`config.mk`:
```
export PLATFORM = sky130hd
export DESIGN_NAME = pfd_pll3_config
export DESIGN_NICKNAME = d
export VERILOG_FILES = /design/src/hw/pfd_pkg.sv /design/src/hw/pfd_pll3_config.sv
export SDC_FILE = /design/constraint.sdc
export NUM_CORES = 1
export LEC_CHECK = 0
export BUFFER_PORTS_ARGS = -buffer_cell sky130_fd_sc_hd__clkbuf_2
export CORE_MARGIN = 2
export CORE_UTILIZATION = 65
export DETAILED_ROUTE_END_ITERATION = 12
export GPL_TIMING_DRIVEN = 0
export PLACE_DENSITY = 0.87
export SYNTH_ARGS = -nofsm -noshare
export SYNTH_HDL_FRONTEND = slang
export SYNTH_SLANG_ARGS = --single-unit
```
`constraint.sdc`:
```
create_clock -name ref_clk -period 17.1 [get_ports ref_clk]
set_clock_uncertainty 0.2 [all_clocks]
set_input_delay 3.42 -clock ref_clk [delete_from_list [all_inputs] [get_ports ref_clk]]
set_output_delay 3.42 -clock ref_clk [all_outputs]
set_load 0.05 [all_outputs]
```
`src/hw/pfd_pkg.sv`:
```
// package: register map, field layout, reset values and timing counts of the pll3 config block
package pfd_pkg;
  // register offsets on the configuration port
  localparam logic [7:0] ADDR_S0_RQ   = 8'h3a;
  localparam logic [7:0] ADDR_S0_QPB  = 8'h3b;
  localparam logic [7:0] ADDR_S1_NHI  = 8'h3c;
  localparam logic [7:0] ADDR_S1_NLR  = 8'h3d;
  localparam logic [7:0] ADDR_S1_RQ   = 8'h3e;
  localparam logic [7:0] ADDR_S1_QPB  = 8'h3f;
  // reset values (quotient 16, exponent 2, feedback 4, remainder 0)
  localparam logic [7:0] RST_RQ       = 8'h02;
  localparam logic [7:0] RST_QPB      = 8'h08;
  localparam logic [7:0] RST_NHI      = 8'h00;
  localparam logic [7:0] RST_NLR      = 8'h40;
  // field positions inside the packed bytes
  localparam int RQ_REM_LSB  = 3;
  localparam int QPB_Q_LSB   = 5;
  localparam int QPB_P_LSB   = 2;
  localparam int NLR_N_LSB   = 4;
  // fractional divider limits
  localparam logic [2:0]  EXP_BASE  = 3'd4;
  localparam logic [15:0] Q_MIN     = 16'd16;
  localparam logic [15:0] Q_MAX     = 16'd63;
  // vco band edges and legal vco range, in kHz
  localparam logic [31:0] BAND1_KHZ   = 32'd125000;
  localparam logic [31:0] BAND2_KHZ   = 32'd150000;
  localparam logic [31:0] BAND3_KHZ   = 32'd175000;
  localparam logic [31:0] VCO_MIN_KHZ = 32'd80000;
  localparam logic [31:0] VCO_MAX_KHZ = 32'd230000;
  // spread spectrum timing: triangle period must stay below 1/20 kHz
  localparam int CLK_HZ           = 25000000;
  localparam int SSC_MIN_RATE_HZ  = 20000;
  localparam int SSC_MAX_PER_CYC  = CLK_HZ / SSC_MIN_RATE_HZ;
  localparam int SSC_AMT_MAX      = 127;
  localparam logic [2:0] SSC_DIV_MAX = 3'(SSC_MAX_PER_CYC / (2 * SSC_AMT_MAX) - 1);
  // one configuration set as applied to the synthesizer
  typedef struct packed {
    logic [11:0] feedback;
    logic [8:0]  remainder;
    logic [5:0]  quotient;
    logic [2:0]  exponent;
    logic [1:0]  band;
  } pfd_cfg_t;
  // calculator results
  typedef struct packed {
    logic [2:0]  exponent;
    logic [15:0] quotient;
    logic [9:0]  remainder;
    logic [31:0] fvco_khz;
    logic [31:0] fout_khz;
    logic [1:0]  band;
    logic        ratio_ok;
    logic        vco_ok;
    logic        out_ok;
  } pfd_calc_t;
  // calculator sequencer, gray along the path
  typedef enum logic [2:0] {
    CALC_IDLE = 3'b000,
    CALC_DIVQ = 3'b001,
    CALC_DIVV = 3'b011,
    CALC_DIVO = 3'b010,
    CALC_DONE = 3'b110
  } pfd_calc_state_t;
endpackage

```
`src/hw/pfd_pll3_config.sv`:
```
// pll3 fractional divider configuration: two sets, apply logic, ratio calculator, ssc shaper
`timescale 1ns/1ps
`default_nettype none
module pfd_pll3_config
  import pfd_pkg::*;
(
  input  wire logic        ref_clk,
  input  wire logic        rstn,
  input  wire logic        cfg_wr,
  input  wire logic        cfg_rd,
  input  wire logic [7:0]  cfg_addr,
  input  wire logic [7:0]  cfg_wdata,
  output logic      [7:0]  cfg_rdata,
  output logic             cfg_rvalid,
  input  wire logic        nv_wr,
  input  wire logic [7:0]  nv_addr,
  input  wire logic [7:0]  nv_data,
  input  wire logic        nv_done,
  input  wire logic [11:0] set0_feedback_value,
  input  wire logic [3:0]  set0_remainder_high,
  input  wire logic        set_select_pin,
  output pfd_cfg_t         active_cfg,
  output logic             active_set,
  output logic             apply_pulse,
  input  wire logic        calc_start,
  input  wire logic [11:0] calc_feedback,
  input  wire logic [8:0]  calc_reference,
  input  wire logic [6:0]  calc_out_div,
  input  wire logic [17:0] calc_fin_khz,
  output logic             calc_busy,
  output logic             calc_done,
  output pfd_calc_t        calc_result,
  input  wire logic        ssc_enable,
  input  wire logic        ssc_center,
  input  wire logic [6:0]  ssc_amount,
  input  wire logic [2:0]  ssc_rate_sel,
  output logic signed [7:0] ssc_offset
);
  logic            rst_s1_reg, rst_n;
  logic [7:0]      s0_rq_reg, s0_qpb_reg, s1_nhi_reg, s1_nlr_reg, s1_rq_reg, s1_qpb_reg;
  logic            wr_en;
  logic [7:0]      wr_addr, wr_data;
  logic            sel_s1_reg, sel_s2_reg, sel_s3_reg, sel_reg;
  logic            apply_req;
  pfd_cfg_t        set0_view, set1_view;
  pfd_calc_state_t st_reg;
  logic [9:0]      rem_reg;
  logic [31:0]     quo_reg;
  logic [8:0]      dvs_reg;
  logic [4:0]      cnt_reg;
  logic [10:0]     sh_next;
  logic            bit_next;
  logic [9:0]      rem_next;
  logic [31:0]     quo_next;
  logic [3:0]      lg2;
  logic [2:0]      exp_calc;
  logic [2:0]      div_cnt_reg;
  logic [6:0]      tri_reg;
  logic            tri_up_reg;

  // reset release through two flip-flops
  always_ff @(posedge ref_clk or negedge rstn)
  begin
    if (!rstn)
    begin
      rst_s1_reg <= 1'b0;
      rst_n      <= 1'b0;
    end
    else
    begin
      rst_s1_reg <= 1'b1;
      rst_n      <= rst_s1_reg;
    end
  end

  // serial port wins over the nonvolatile loader on a shared cycle
  assign wr_en   = cfg_wr | nv_wr;
  assign wr_addr = cfg_wr ? cfg_addr : nv_addr;
  assign wr_data = cfg_wr ? cfg_wdata : nv_data;

  // byte registers of both sets
  always_ff @(posedge ref_clk or negedge rst_n)
  begin
    if (!rst_n)
    begin
      s0_rq_reg  <= RST_RQ;
      s0_qpb_reg <= RST_QPB;
      s1_nhi_reg <= RST_NHI;
      s1_nlr_reg <= RST_NLR;
      s1_rq_reg  <= RST_RQ;
      s1_qpb_reg <= RST_QPB;
    end
    else if (wr_en)
    begin
      case (wr_addr)
        ADDR_S0_RQ:  s0_rq_reg  <= wr_data;
        ADDR_S0_QPB: s0_qpb_reg <= wr_data;
        ADDR_S1_NHI: s1_nhi_reg <= wr_data;
        ADDR_S1_NLR: s1_nlr_reg <= wr_data;
        ADDR_S1_RQ:  s1_rq_reg  <= wr_data;
        ADDR_S1_QPB: s1_qpb_reg <= wr_data;
        default:     ;
      endcase
    end
  end

  // register read, one cycle after the strobe; unmapped reads zero
  always_ff @(posedge ref_clk or negedge rst_n)
  begin
    if (!rst_n)
    begin
      cfg_rdata  <= 8'h00;
      cfg_rvalid <= 1'b0;
    end
    else
    begin
      cfg_rvalid <= cfg_rd;
      if (cfg_rd)
      begin
        case (cfg_addr)
          ADDR_S0_RQ:  cfg_rdata <= s0_rq_reg;
          ADDR_S0_QPB: cfg_rdata <= s0_qpb_reg;
          ADDR_S1_NHI: cfg_rdata <= s1_nhi_reg;
          ADDR_S1_NLR: cfg_rdata <= s1_nlr_reg;
          ADDR_S1_RQ:  cfg_rdata <= s1_rq_reg;
          ADDR_S1_QPB: cfg_rdata <= s1_qpb_reg;
          default:     cfg_rdata <= 8'h00;
        endcase
      end
    end
  end

  // unpack both sets into field views
  assign set0_view.feedback  = set0_feedback_value;
  assign set0_view.remainder = {set0_remainder_high, s0_rq_reg[7:RQ_REM_LSB]};
  assign set0_view.quotient  = {s0_rq_reg[2:0], s0_qpb_reg[7:QPB_Q_LSB]};
  assign set0_view.exponent  = s0_qpb_reg[4:QPB_P_LSB];
  assign set0_view.band      = s0_qpb_reg[1:0];
  assign set1_view.feedback  = {s1_nhi_reg, s1_nlr_reg[7:NLR_N_LSB]};
  assign set1_view.remainder = {s1_nlr_reg[3:0], s1_rq_reg[7:RQ_REM_LSB]};
  assign set1_view.quotient  = {s1_rq_reg[2:0], s1_qpb_reg[7:QPB_Q_LSB]};
  assign set1_view.exponent  = s1_qpb_reg[4:QPB_P_LSB];
  assign set1_view.band      = s1_qpb_reg[1:0];

  // set select pin: three stages, a change counts once stage two and three agree
  always_ff @(posedge ref_clk or negedge rst_n)
  begin
    if (!rst_n)
    begin
      sel_s1_reg <= 1'b0;
      sel_s2_reg <= 1'b0;
      sel_s3_reg <= 1'b0;
      sel_reg    <= 1'b0;
    end
    else
    begin
      sel_s1_reg <= set_select_pin;
      sel_s2_reg <= sel_s1_reg;
      sel_s3_reg <= sel_s2_reg;
      if (sel_s2_reg == sel_s3_reg)
        sel_reg <= sel_s3_reg;
    end
  end

  // apply on closing byte of the selected set, on set change or after a store load
  assign apply_req = (wr_en && !sel_reg && wr_addr == ADDR_S0_QPB) ||
                     (wr_en && sel_reg && wr_addr == ADDR_S1_QPB) ||
                     (sel_s2_reg == sel_s3_reg && sel_s3_reg != sel_reg) || nv_done;

  // active set is taken whole, two cycles after the request, on the edge after the apply pulse
  always_ff @(posedge ref_clk or negedge rst_n)
  begin
    if (!rst_n)
    begin
      active_cfg  <= '0;
      active_set  <= 1'b0;
      apply_pulse <= 1'b1;
    end
    else
    begin
      apply_pulse <= apply_req | apply_pulse & (active_cfg == '0);
      if (apply_pulse)
      begin
        active_cfg <= sel_reg ? set1_view : set0_view;
      end
      active_set <= sel_reg;
    end
  end

  // exponent: four minus the largest k with reference shifted by k not above feedback, floored at zero
  always_comb
  begin
    lg2 = 4'd0;
    for (int k = 1; k < 12; k++)
    begin
      if (({11'd0, calc_reference} << k) <= {8'd0, calc_feedback})
        lg2 = 4'(k);
    end
    exp_calc = (lg2 >= 4'(EXP_BASE)) ? 3'd0 : EXP_BASE - lg2[2:0];
  end

  // one restoring divide step
  assign sh_next  = {rem_reg, quo_reg[31]};
  assign bit_next = sh_next >= {2'd0, dvs_reg};
  assign rem_next = bit_next ? 10'(sh_next - {2'd0, dvs_reg}) : sh_next[9:0];
  assign quo_next = {quo_reg[30:0], bit_next};
  assign calc_busy = (st_reg != CALC_IDLE) && (st_reg != CALC_DONE);

  // calculator: quotient and remainder, then vco, then output frequency
  always_ff @(posedge ref_clk or negedge rst_n)
  begin
    if (!rst_n)
    begin
      st_reg      <= CALC_IDLE;
      rem_reg     <= '0;
      quo_reg     <= '0;
      dvs_reg     <= '0;
      cnt_reg     <= '0;
      calc_done   <= 1'b0;
      calc_result <= '0;
    end
    else
    begin
      calc_done <= 1'b0;
      case (st_reg)
        CALC_IDLE, CALC_DONE:
        begin
          if (calc_start)
          begin
            calc_result.exponent <= exp_calc;
            quo_reg <= 32'({calc_feedback, 4'd0} >> (EXP_BASE - exp_calc));
            rem_reg <= '0;
            dvs_reg <= calc_reference;
            cnt_reg <= 5'd31;
            st_reg  <= CALC_DIVQ;
          end
        end
        CALC_DIVQ, CALC_DIVV, CALC_DIVO:
        begin
          quo_reg <= quo_next;
          rem_reg <= rem_next;
          cnt_reg <= cnt_reg - 5'd1;
          if (cnt_reg == 5'd0)
          begin
            rem_reg <= '0;
            cnt_reg <= 5'd31;
            if (st_reg == CALC_DIVQ)
            begin
              calc_result.quotient  <= quo_next[15:0];
              calc_result.remainder <= rem_next;
              calc_result.ratio_ok  <= calc_reference != 9'd0 && calc_feedback != 12'd0 &&
                                       calc_feedback >= {3'd0, calc_reference} &&
                                       quo_next[15:0] >= Q_MIN && quo_next[15:0] <= Q_MAX;
              quo_reg <= 32'(calc_fin_khz * calc_feedback);
              st_reg  <= CALC_DIVV;
            end
            else if (st_reg == CALC_DIVV)
            begin
              calc_result.fvco_khz <= quo_next;
              calc_result.vco_ok   <= quo_next >= VCO_MIN_KHZ && quo_next <= VCO_MAX_KHZ;
              calc_result.band     <= quo_next < BAND1_KHZ ? 2'b00 :
                                      quo_next < BAND2_KHZ ? 2'b01 :
                                      quo_next < BAND3_KHZ ? 2'b10 : 2'b11;
              quo_reg <= quo_next;
              dvs_reg <= {2'd0, calc_out_div};
              st_reg  <= CALC_DIVO;
            end
            else
            begin
              calc_result.fout_khz <= quo_next;
              calc_result.out_ok   <= dvs_reg != 9'd0;
              calc_done <= 1'b1;
              st_reg    <= CALC_DONE;
            end
          end
        end
        default: st_reg <= CALC_IDLE;
      endcase
    end
  end

  // spread spectrum rate divider, clamped so the triangle stays above the minimum rate
  always_ff @(posedge ref_clk or negedge rst_n)
  begin
    if (!rst_n)
      div_cnt_reg <= '0;
    else if (div_cnt_reg == '0)
      div_cnt_reg <= (ssc_rate_sel > SSC_DIV_MAX) ? SSC_DIV_MAX : ssc_rate_sel;
    else
      div_cnt_reg <= div_cnt_reg - 3'd1;
  end

  // triangle between zero and the amount, stepped on the divider enable
  always_ff @(posedge ref_clk or negedge rst_n)
  begin
    if (!rst_n)
    begin
      tri_reg    <= '0;
      tri_up_reg <= 1'b1;
    end
    else if (!ssc_enable)
    begin
      tri_reg    <= '0;
      tri_up_reg <= 1'b1;
    end
    else if (div_cnt_reg == '0)
    begin
      if (tri_reg > ssc_amount)
        tri_reg <= ssc_amount;
      else if (tri_up_reg)
      begin
        if (tri_reg >= ssc_amount)
          tri_up_reg <= 1'b0;
        else
          tri_reg <= tri_reg + 7'd1;
      end
      else if (tri_reg == '0)
        tri_up_reg <= 1'b1;
      else
        tri_reg <= tri_reg - 7'd1;
    end
  end

  // offset: down spread goes negative, center spread swings about zero
  always_ff @(posedge ref_clk or negedge rst_n)
  begin
    if (!rst_n)
      ssc_offset <= '0;
    else if (ssc_center)
      ssc_offset <= 8'(signed'({1'b0, tri_reg}) - signed'({2'b00, ssc_amount[6:1]}));
    else
      ssc_offset <= 8'(-signed'({1'b0, tri_reg}));
  end

  AST_APPLY_WHOLE: assert property (@(posedge ref_clk) disable iff (!rst_n)
    $changed(active_cfg) |-> $past(apply_pulse))
    else $error("active set changed without apply");
  AST_SET1_FIELDS: assert property (@(posedge ref_clk) disable iff (!rst_n)
    apply_pulse && sel_reg && !wr_en |=>
    active_cfg.feedback == {s1_nhi_reg, s1_nlr_reg[7:NLR_N_LSB]})
    else $error("set1 feedback not packed right");
  AST_SET0_FIELDS: assert property (@(posedge ref_clk) disable iff (!rst_n)
    apply_pulse && !sel_reg && !wr_en |=>
    active_cfg.quotient == {s0_rq_reg[2:0], s0_qpb_reg[7:QPB_Q_LSB]})
    else $error("set0 quotient not packed right");
  AST_BAND_EDGE: assert property (@(posedge ref_clk) disable iff (!rst_n)
    calc_done |-> (calc_result.band == 2'b00) == (calc_result.fvco_khz < BAND1_KHZ))
    else $error("band code wrong at 125 MHz edge");
  AST_EXP_CAP: assert property (@(posedge ref_clk) disable iff (!rst_n)
    calc_done |-> calc_result.exponent <= EXP_BASE)
    else $error("exponent above four");
  AST_REM_BELOW_REF: assert property (@(posedge ref_clk) disable iff (!rst_n)
    st_reg == CALC_DIVQ && cnt_reg == 5'd0 && dvs_reg != 9'd0 |=>
    calc_result.remainder < {1'b0, dvs_reg})
    else $error("remainder not below reference");
  AST_VCO_WINDOW: assert property (@(posedge ref_clk) disable iff (!rst_n)
    calc_done && calc_result.vco_ok |-> calc_result.fvco_khz inside {[VCO_MIN_KHZ:VCO_MAX_KHZ]})
    else $error("vco flagged legal outside 80..230 MHz");
  AST_CALC_TIME: assert property (@(posedge ref_clk) disable iff (!rst_n)
    (st_reg == CALC_IDLE || st_reg == CALC_DONE) && calc_start |-> ##97 calc_done)
    else $error("calculation not done 97 cycles after start");
  AST_TRI_BOUND: assert property (@(posedge ref_clk) disable iff (!rst_n)
    ssc_enable && $stable(ssc_amount) ##1 ssc_enable |->
    tri_reg <= ssc_amount || $past(tri_reg > ssc_amount))
    else $error("triangle past amount");
  AST_SEL_AGREE: assert property (@(posedge ref_clk) disable iff (!rst_n)
    $changed(sel_reg) |-> $past(sel_s2_reg == sel_s3_reg))
    else $error("set select moved before stages agreed");
  COV_CALC_OK: cover property (@(posedge ref_clk) disable iff (!rst_n)
    calc_done && calc_result.ratio_ok && calc_result.vco_ok);
  COV_SET_SWITCH: cover property (@(posedge ref_clk) disable iff (!rst_n)
    $changed(sel_reg) && apply_pulse);
  COV_TRI_TURN: cover property (@(posedge ref_clk) disable iff (!rst_n)
    ssc_enable && $fell(tri_up_reg));
endmodule
`default_nettype wire

```
==> metrics.cfg, run 1 <==
[logic_synthesis]
postSynthAreaPerCell_um2=9.248
async_reset_ff_frac=1.000
ys.flop_type=dfrtp_1
synth-edff-count=0
yosysWarnings=0
netlist_instances=2387
synth_area_um2=22070
ys_seq_elements=274
syn_nets=2837
yosysUniqueCellTypes=82
yosysSeqAreaShare=0.3110

[floorplanning]
chipHeight_um=188.3
coreArea_um2=33450
die-area_um2=35450
dieWidth_um=188.3
rows=67
io_pins=265
start_util=0.6600

[final_layout]
fillers=2369
area_delta_synth_final_pct=13.13
regArea_um2=6869
instances_no_fill=3152
nNetsFinal=3135
final_common_cell=nand2_1
final_cell_mix=314 x nand2_1, 273 x inv_1, 266 x dfrtp_1, 264 x clkbuf_2, 174 x a21oi_1
multi_input_area_um2=13700
final_area_um2=24970
drive_above_1_share=0.1509
largest_reg_flops=98
post-route-util=0.7466
antenna_cells=0

[power_and_ir_drop]
fin_total_pwr_mw=4.045
combPwrFrac=0.604
power_frac_clock=0.150
p_per_area_nw_per_um2=162.0
swShare=0.4843
power_frac_seq=0.246
leakage_nw=12.57
peakVddDrop_mv=0.1398
p_switching_mw=1.959
p_int_mw=2.086

[cts]
numCtsBuffers=27
cts_sinks=274
cts_resized=0
clockBufferDepth=3
cts_tree=yes
htree_levels=1
clk_latency_ns=0.55
cts_root_buf=clkbuf_16
clk_pin_slew_ns=0.06

[routing]
wl_met1_mm=25.01
wl_mm=64.93
met2WireLength_mm=31.13
dr.first_iter.drc_count=2002
viasPerCell=6.194
postRouteAntennaNets=0
detail_route.drc_violations=0
dr_wl_met3_mm=6.129
dr_total_vias=19520
wl_per_cell_um=20.60
drtPass1Iterations=8
highest_layer=met4

[grt]
grt_first_pass_wirelength_mm=103.8
grt_max_degree=76
first_global_vias=19810
overflow=0
grt_usage=0.3671
antenna_found_initial=0

[critical_path]
end_kind=register
rr_worst_depth=13
path_common_cell=fa_1
cp-start-kind=input pin
reg2reg_slack_ns=13.28
path_cells=clkbuf_2, clkbuf_1, clkbuf_1, nand2_1, fa_1, fa_1, fa_1, inv_1, fa_1, inv_1, fa_1, inv_1, ha_1, nand3_1, nor4_1, o21ai_0, a21oi_1, a21oi_1, a31oi_1, a211oi_1, o21bai_1, mux2i_1, o21ai_0
slowest_stage=clkbuf_1
cp_max_fo=10
path_class=input pin to register
crit_arrival_ns=10.07
r2r-start=dvs_reg[1]
slowest_delay_ns=0.66
cp-startpoint=calc_feedback[8]
r2r_end=rem_reg[8]
cp.required_ns=17.30
critPathCapture=quo_reg[29]

[sta]
setup_viol=0
min_period_ns=9.868
drv_slew=0
hold_ws_ns=0.1066
worst_pin_slew_ns=0.9132
max_slew_margin=0.3865
setup-tns-final_ns=0
rsz0062_at_grt=false
setup_slack_ns=7.232
fmax_ghz=0.1013
hold_violations=0
fin_crit_sh=0.5771

[hold_path]
min_path_type=register to asynchronous set/reset pin

[placed_design]
routabilityCongestion=0.9684
pre_cts_ws_ns=6.791
place_area_um2=24080
placed_cells=3103
hpwl_mm=49.90
port_buffers=263

[status]
outcome=completed

[flow_run]
maxCapViolations=0

-- cell type report --
cell class              instances  share of cell area
repair buffers                269             0.05797
flip-flops and latches        274              0.2751
inverters                     273             0.04103
well taps                     448             0.02245
clock buffers                  40             0.03021
plain buffers                 127             0.01969
multi-input cells            1713              0.5485
clock inverters                 8            0.005060
-- worst max-delay path, delay by kind of cell --
| family | cells | cell delay (ns) |
|---|---|---|
| fa+ha+maj | 6 | 2.95 |
| buf+inv | 6 | 1.47 |
| compound gates | 7 | 1.27 |
| simple gates | 3 | 0.71 |
| mux | 1 | 0.22 |
-- power groups by stage --
stage / Combinational (mW) / Sequential (mW) / Clock [mW]
finish: 2.44 / 0.995 / 0.605
global route: 2.68 / 1.01 / 0.633
CTS: 2.42 / 0.987 / 0.607
detailed placement: 2.39 / 0.995 / 0
global placement: 2.28 / 0.995 / 0
floorplan: 1.51 / 1.25 / 0
-- cells by family (layout without fill, tap and decap cells) --
kind of cell / count (synthesis) / in the layout / synth area share
simple gates: 724 / 724 / 0.1528
compound gates: 463 / 463 / 0.1293
buf+inv: 400 / 717 / 0.06870
fa+ha+maj: 336 / 336 / 0.2459
flops: 274 / 274 / 0.3110
mux: 148 / 148 / 0.07595
xor+xnor: 41 / 41 / 0.01627
other cells: 1 / 1 / 0.0001699
-- per-layer routing --
| metal | global-route usage | vias to the layer above |
|---|---|---|
| met4 | 0.1466 | 0 |
| met1 | 0.4801 | 9483 |
| met2 | 0.6186 | 1207 |
| met5 | 0 | - |
| met3 | 0.05457 | 216 |
| li1 | - | 8617 |
-- cell usage after synthesis (19+ instances only) --
cell type / number / share of area
nand2_1: 314 / 0.053
inv_1: 273 / 0.046
dfrtp_1: 267 / 0.30
a21oi_1: 174 / 0.039
ha_1: 173 / 0.098
nor2_1: 169 / 0.029
fa_1: 163 / 0.15
clkbuf_1: 113 / 0.019
o21ai_0: 98 / 0.022
mux2i_1: 76 / 0.034
and2_1: 71 / 0.020
mux2_2: 63 / 0.032
a21o_1: 39 / 0.013
nand3_1: 25 / 0.0057
xnor2_1: 24 / 0.0095
nor4_1: 23 / 0.0065
nand2b_1: 19 / 0.0054
o22ai_1: 19 / 0.0054
-- what timing repair did --
item | CTS | global route
buffers inserted | 0 | 0
hold buffers | 1 | 0
hold endpoints to repair | 10 | 0
setup endpoints to repair | 0 | 0
-- worst min path at each step --
stage | from | endpoint | slack (ns) | cells after the start
2_1_floorplan | rst_s1_reg | rst_n | 0.13 | 0
3_3_place_gp | sel_s1_reg | sel_s2_reg | 0.13 | 0
3_5_place_dp | rst_n | tri_reg[6] | -0.02 | 0
4_1_cts | rst_n | tri_up_reg | 0.10 | 0
5_1_grt | rst_n | tri_up_reg | 0.11 | 0
6_report | rst_n | tri_up_reg | 0.11 | 0
Note: power is estimated with default switching activity, not from simulation.
==> run 2: changes to the inputs <==
--- a/config.mk
+++ b/config.mk
@@ -7,10 +7,10 @@
 export LEC_CHECK = 0
 export BUFFER_PORTS_ARGS = -buffer_cell sky130_fd_sc_hd__clkbuf_2
 export CORE_MARGIN = 2
-export CORE_UTILIZATION = 65
+export CORE_UTILIZATION = 60
 export DETAILED_ROUTE_END_ITERATION = 12
 export GPL_TIMING_DRIVEN = 0
-export PLACE_DENSITY = 0.87
+export PLACE_DENSITY = 0.81
 export SYNTH_ARGS = -nofsm -noshare
 export SYNTH_HDL_FRONTEND = slang
 export SYNTH_SLANG_ARGS = --single-unit
==> constraint.sdc (replaced) <==
create_clock -name ref_clk -period 10.15 [get_ports ref_clk]
set_clock_uncertainty 0.2 [all_clocks]
set_input_delay 2.03 -clock ref_clk [delete_from_list [all_inputs] [get_ports ref_clk]]
set_output_delay 2.03 -clock ref_clk [all_outputs]
set_load 0.05 [all_outputs]
==> run 2 against run 1 <==
  * Register-to-register slack lost 6.9 ns
  * Non-clock buffer count shrank 1
  * Total power up 70%
  * Largest power group unchanged
==> metrics.cfg, run 2 (synthesis gave the netlist of run 1 again) <==
[status]
outcome=completed

[placed_design]
hpwl_mm=49.97  ; +0.15%
port_buffers=263  ; unchanged
place_area_um2=24100  ; about the same
routabilityCongestion=0.9661  ; -0.24%

[floorplanning]
start_util=0.6059  ; -0.05410
io_pins=265  ; unchanged
coreArea_um2=36430  ; +8.9%
rows=70  ; +4.5%
die-area_um2=38340  ; +8.2%
dieWidth_um=195.8  ; +4.0%
chipHeight_um=195.8  ; +4.0%

[routing]
drtPass1Iterations=6  ; -2
detail_route.drc_violations=0  ; unchanged
viasPerCell=6.034  ; -2.6%
wl_mm=64.50  ; -0.66%
wl_per_cell_um=20.30  ; -1.4%
postRouteAntennaNets=0  ; unchanged
dr_total_vias=19170  ; -1.8%
dr.first_iter.drc_count=1374  ; -31%

[cts]
clk_latency_ns=0.57  ; +0.02 ns
cts_resized=0  ; unchanged
htree_levels=1  ; unchanged
post-cts-setup-buffers=0  ; unchanged
clockBufferDepth=3  ; unchanged
cts_root_buf=clkbuf_16
clk_pin_slew_ns=0.07  ; about the same
cts_sinks=274  ; unchanged
numCtsBuffers=29  ; +7.4%
cts_tree=yes
cts_hold_buffers=0  ; -1

[flow_run]
maxCapViolations=0  ; unchanged

[final_layout]
drive_above_1_share=0.1554  ; +0.004520
antenna_cells=0  ; unchanged
final_cell_mix=314 x nand2_1, 273 x inv_1, 266 x dfrtp_1, 264 x clkbuf_2, 174 x a21oi_1
post-route-util=0.6906  ; -0.05605
final_common_cell=nand2_1
final_area_um2=25160  ; +0.75%
nNetsFinal=3136  ; +0.032%
largest_reg_flops=98  ; unchanged
area_delta_synth_final_pct=13.98

[sta]
worst_pin_slew_ns=0.8591  ; -0.05408 ns
min_period_ns=8.471
hold_violations=0  ; unchanged
fmax_ghz=0.1181
drv_slew=0  ; unchanged
setup-tns-final_ns=0  ; unchanged
rsz0062_at_grt=false
fin_crit_sh=0.8346
max_slew_margin=0.4109  ; +0.02435
hold_ws_ns=0.06326  ; -0.04335 ns
setup_viol=0  ; unchanged

[grt]
grt_usage=0.3383  ; -0.02877
antenna_found_initial=0  ; unchanged
grt_first_pass_wirelength_mm=102.3  ; -1.5%
grt_max_degree=72  ; -5.3%
first_global_vias=19280  ; -2.7%
overflow=0  ; unchanged

[critical_path]
cp_max_fo=10  ; unchanged
end_kind=register
reg2reg_slack_ns=6.35  ; -6.93 ns
crit_arrival_ns=8.69  ; -1.38 ns
cp.required_ns=10.37  ; -6.93 ns
path_class=input pin to register
cp-start-kind=input pin

[power_and_ir_drop]
peakVddDrop_mv=0.1940  ; +39%
p_per_area_nw_per_um2=273.7  ; +69%
fin_total_pwr_mw=6.886  ; +70%
leakage_nw=12.65  ; +0.69%

[hold_path]
min_path_type=register to asynchronous set/reset pin

-- run 2: changes by cell type in the layout (fill, tap and decap cells not counted), moves of 2 or more --
cell / change
clkbuf_8: +2
clkbuf_1: -7
inv_8: +2
inv_6: -3
clkbuf_16: +2
bufinv_16: +2
clkinv_2: +3
clkinv_4: +3
-- run 2: path summary, 6_finish.rpt --
| check | startpoint | endpoint | cells after the start |
|---|---|---|---|
| setup / recovery | calc_feedback[7] | quo_reg[29] | 23 |
| hold / removal | rst_n | tri_reg[1] | 0 |
| setup reg to reg | dvs_reg[1] | calc_result[77] | 13 |
| hold reg to reg | rst_n | tri_reg[1] | 0 |
| max in group asynchronous | rst_n | calc_result[37] | 3 |
| min in group ref_clk | sel_s1_reg | sel_s2_reg | 0 |
-- run 2: metal layers --
layer	vias to the layer above	routed length, um	GRT usage
met5	-	0	0
met4	0	2498	0.1265
met3	165	5357	0.05243
met2	959	30520	0.5661
met1	9387	26120	0.4484
li1	8659	-	-
-- run 2: final cells by class --
type / instances / area (um^2)
Fill cell: 2817 / 11270
Timing Repair Buffer: 268 / 1434
Clock inverter: 17 / 251.5
Multi-Input combinational cell: 1713 / 13700
Inverter: 273 / 1025
Sequential cell: 274 / 6869
Tap cell: 468 / 585.6
Buffer: 127 / 491.7
Clock buffer: 37 / 805.8
-- run 2: where the power goes --
part / switching (mW) / internal (mW)
combinational: 2.54 / 1.52
sequential: 0.275 / 1.39
clock: 0.460 / 0.697
-- run 2: per-stage QoR --
stage | setup WS [ns] | instances
after floorplan | 1.761 | 2387
after global placement | -0.9088 | 3118
after detailed placement | 1.196 | 3123
after CTS | 1.793 | 3177
after global routing | 1.277 | 3177
final | 1.679 | 3177
-- run 2: worst max-delay path: stages --
cell	delay (ns)
clkbuf_2	0.19
clkbuf_1	0.60
clkbuf_1	0.56
nand2_1	0.16
fa_1	0.54
inv_1	0.05
fa_1	0.47
fa_1	0.53
fa_1	0.54
inv_1	0.05
fa_1	0.52
inv_1	0.04
ha_1	0.36
nand3_1	0.16
nor4_1	0.41
o21ai_0	0.20
a21oi_1	0.17
a21oi_1	0.09
a31oi_1	0.32
a211oi_1	0.15
o21bai_1	0.18
mux2i_1	0.22
o21ai_0	0.11
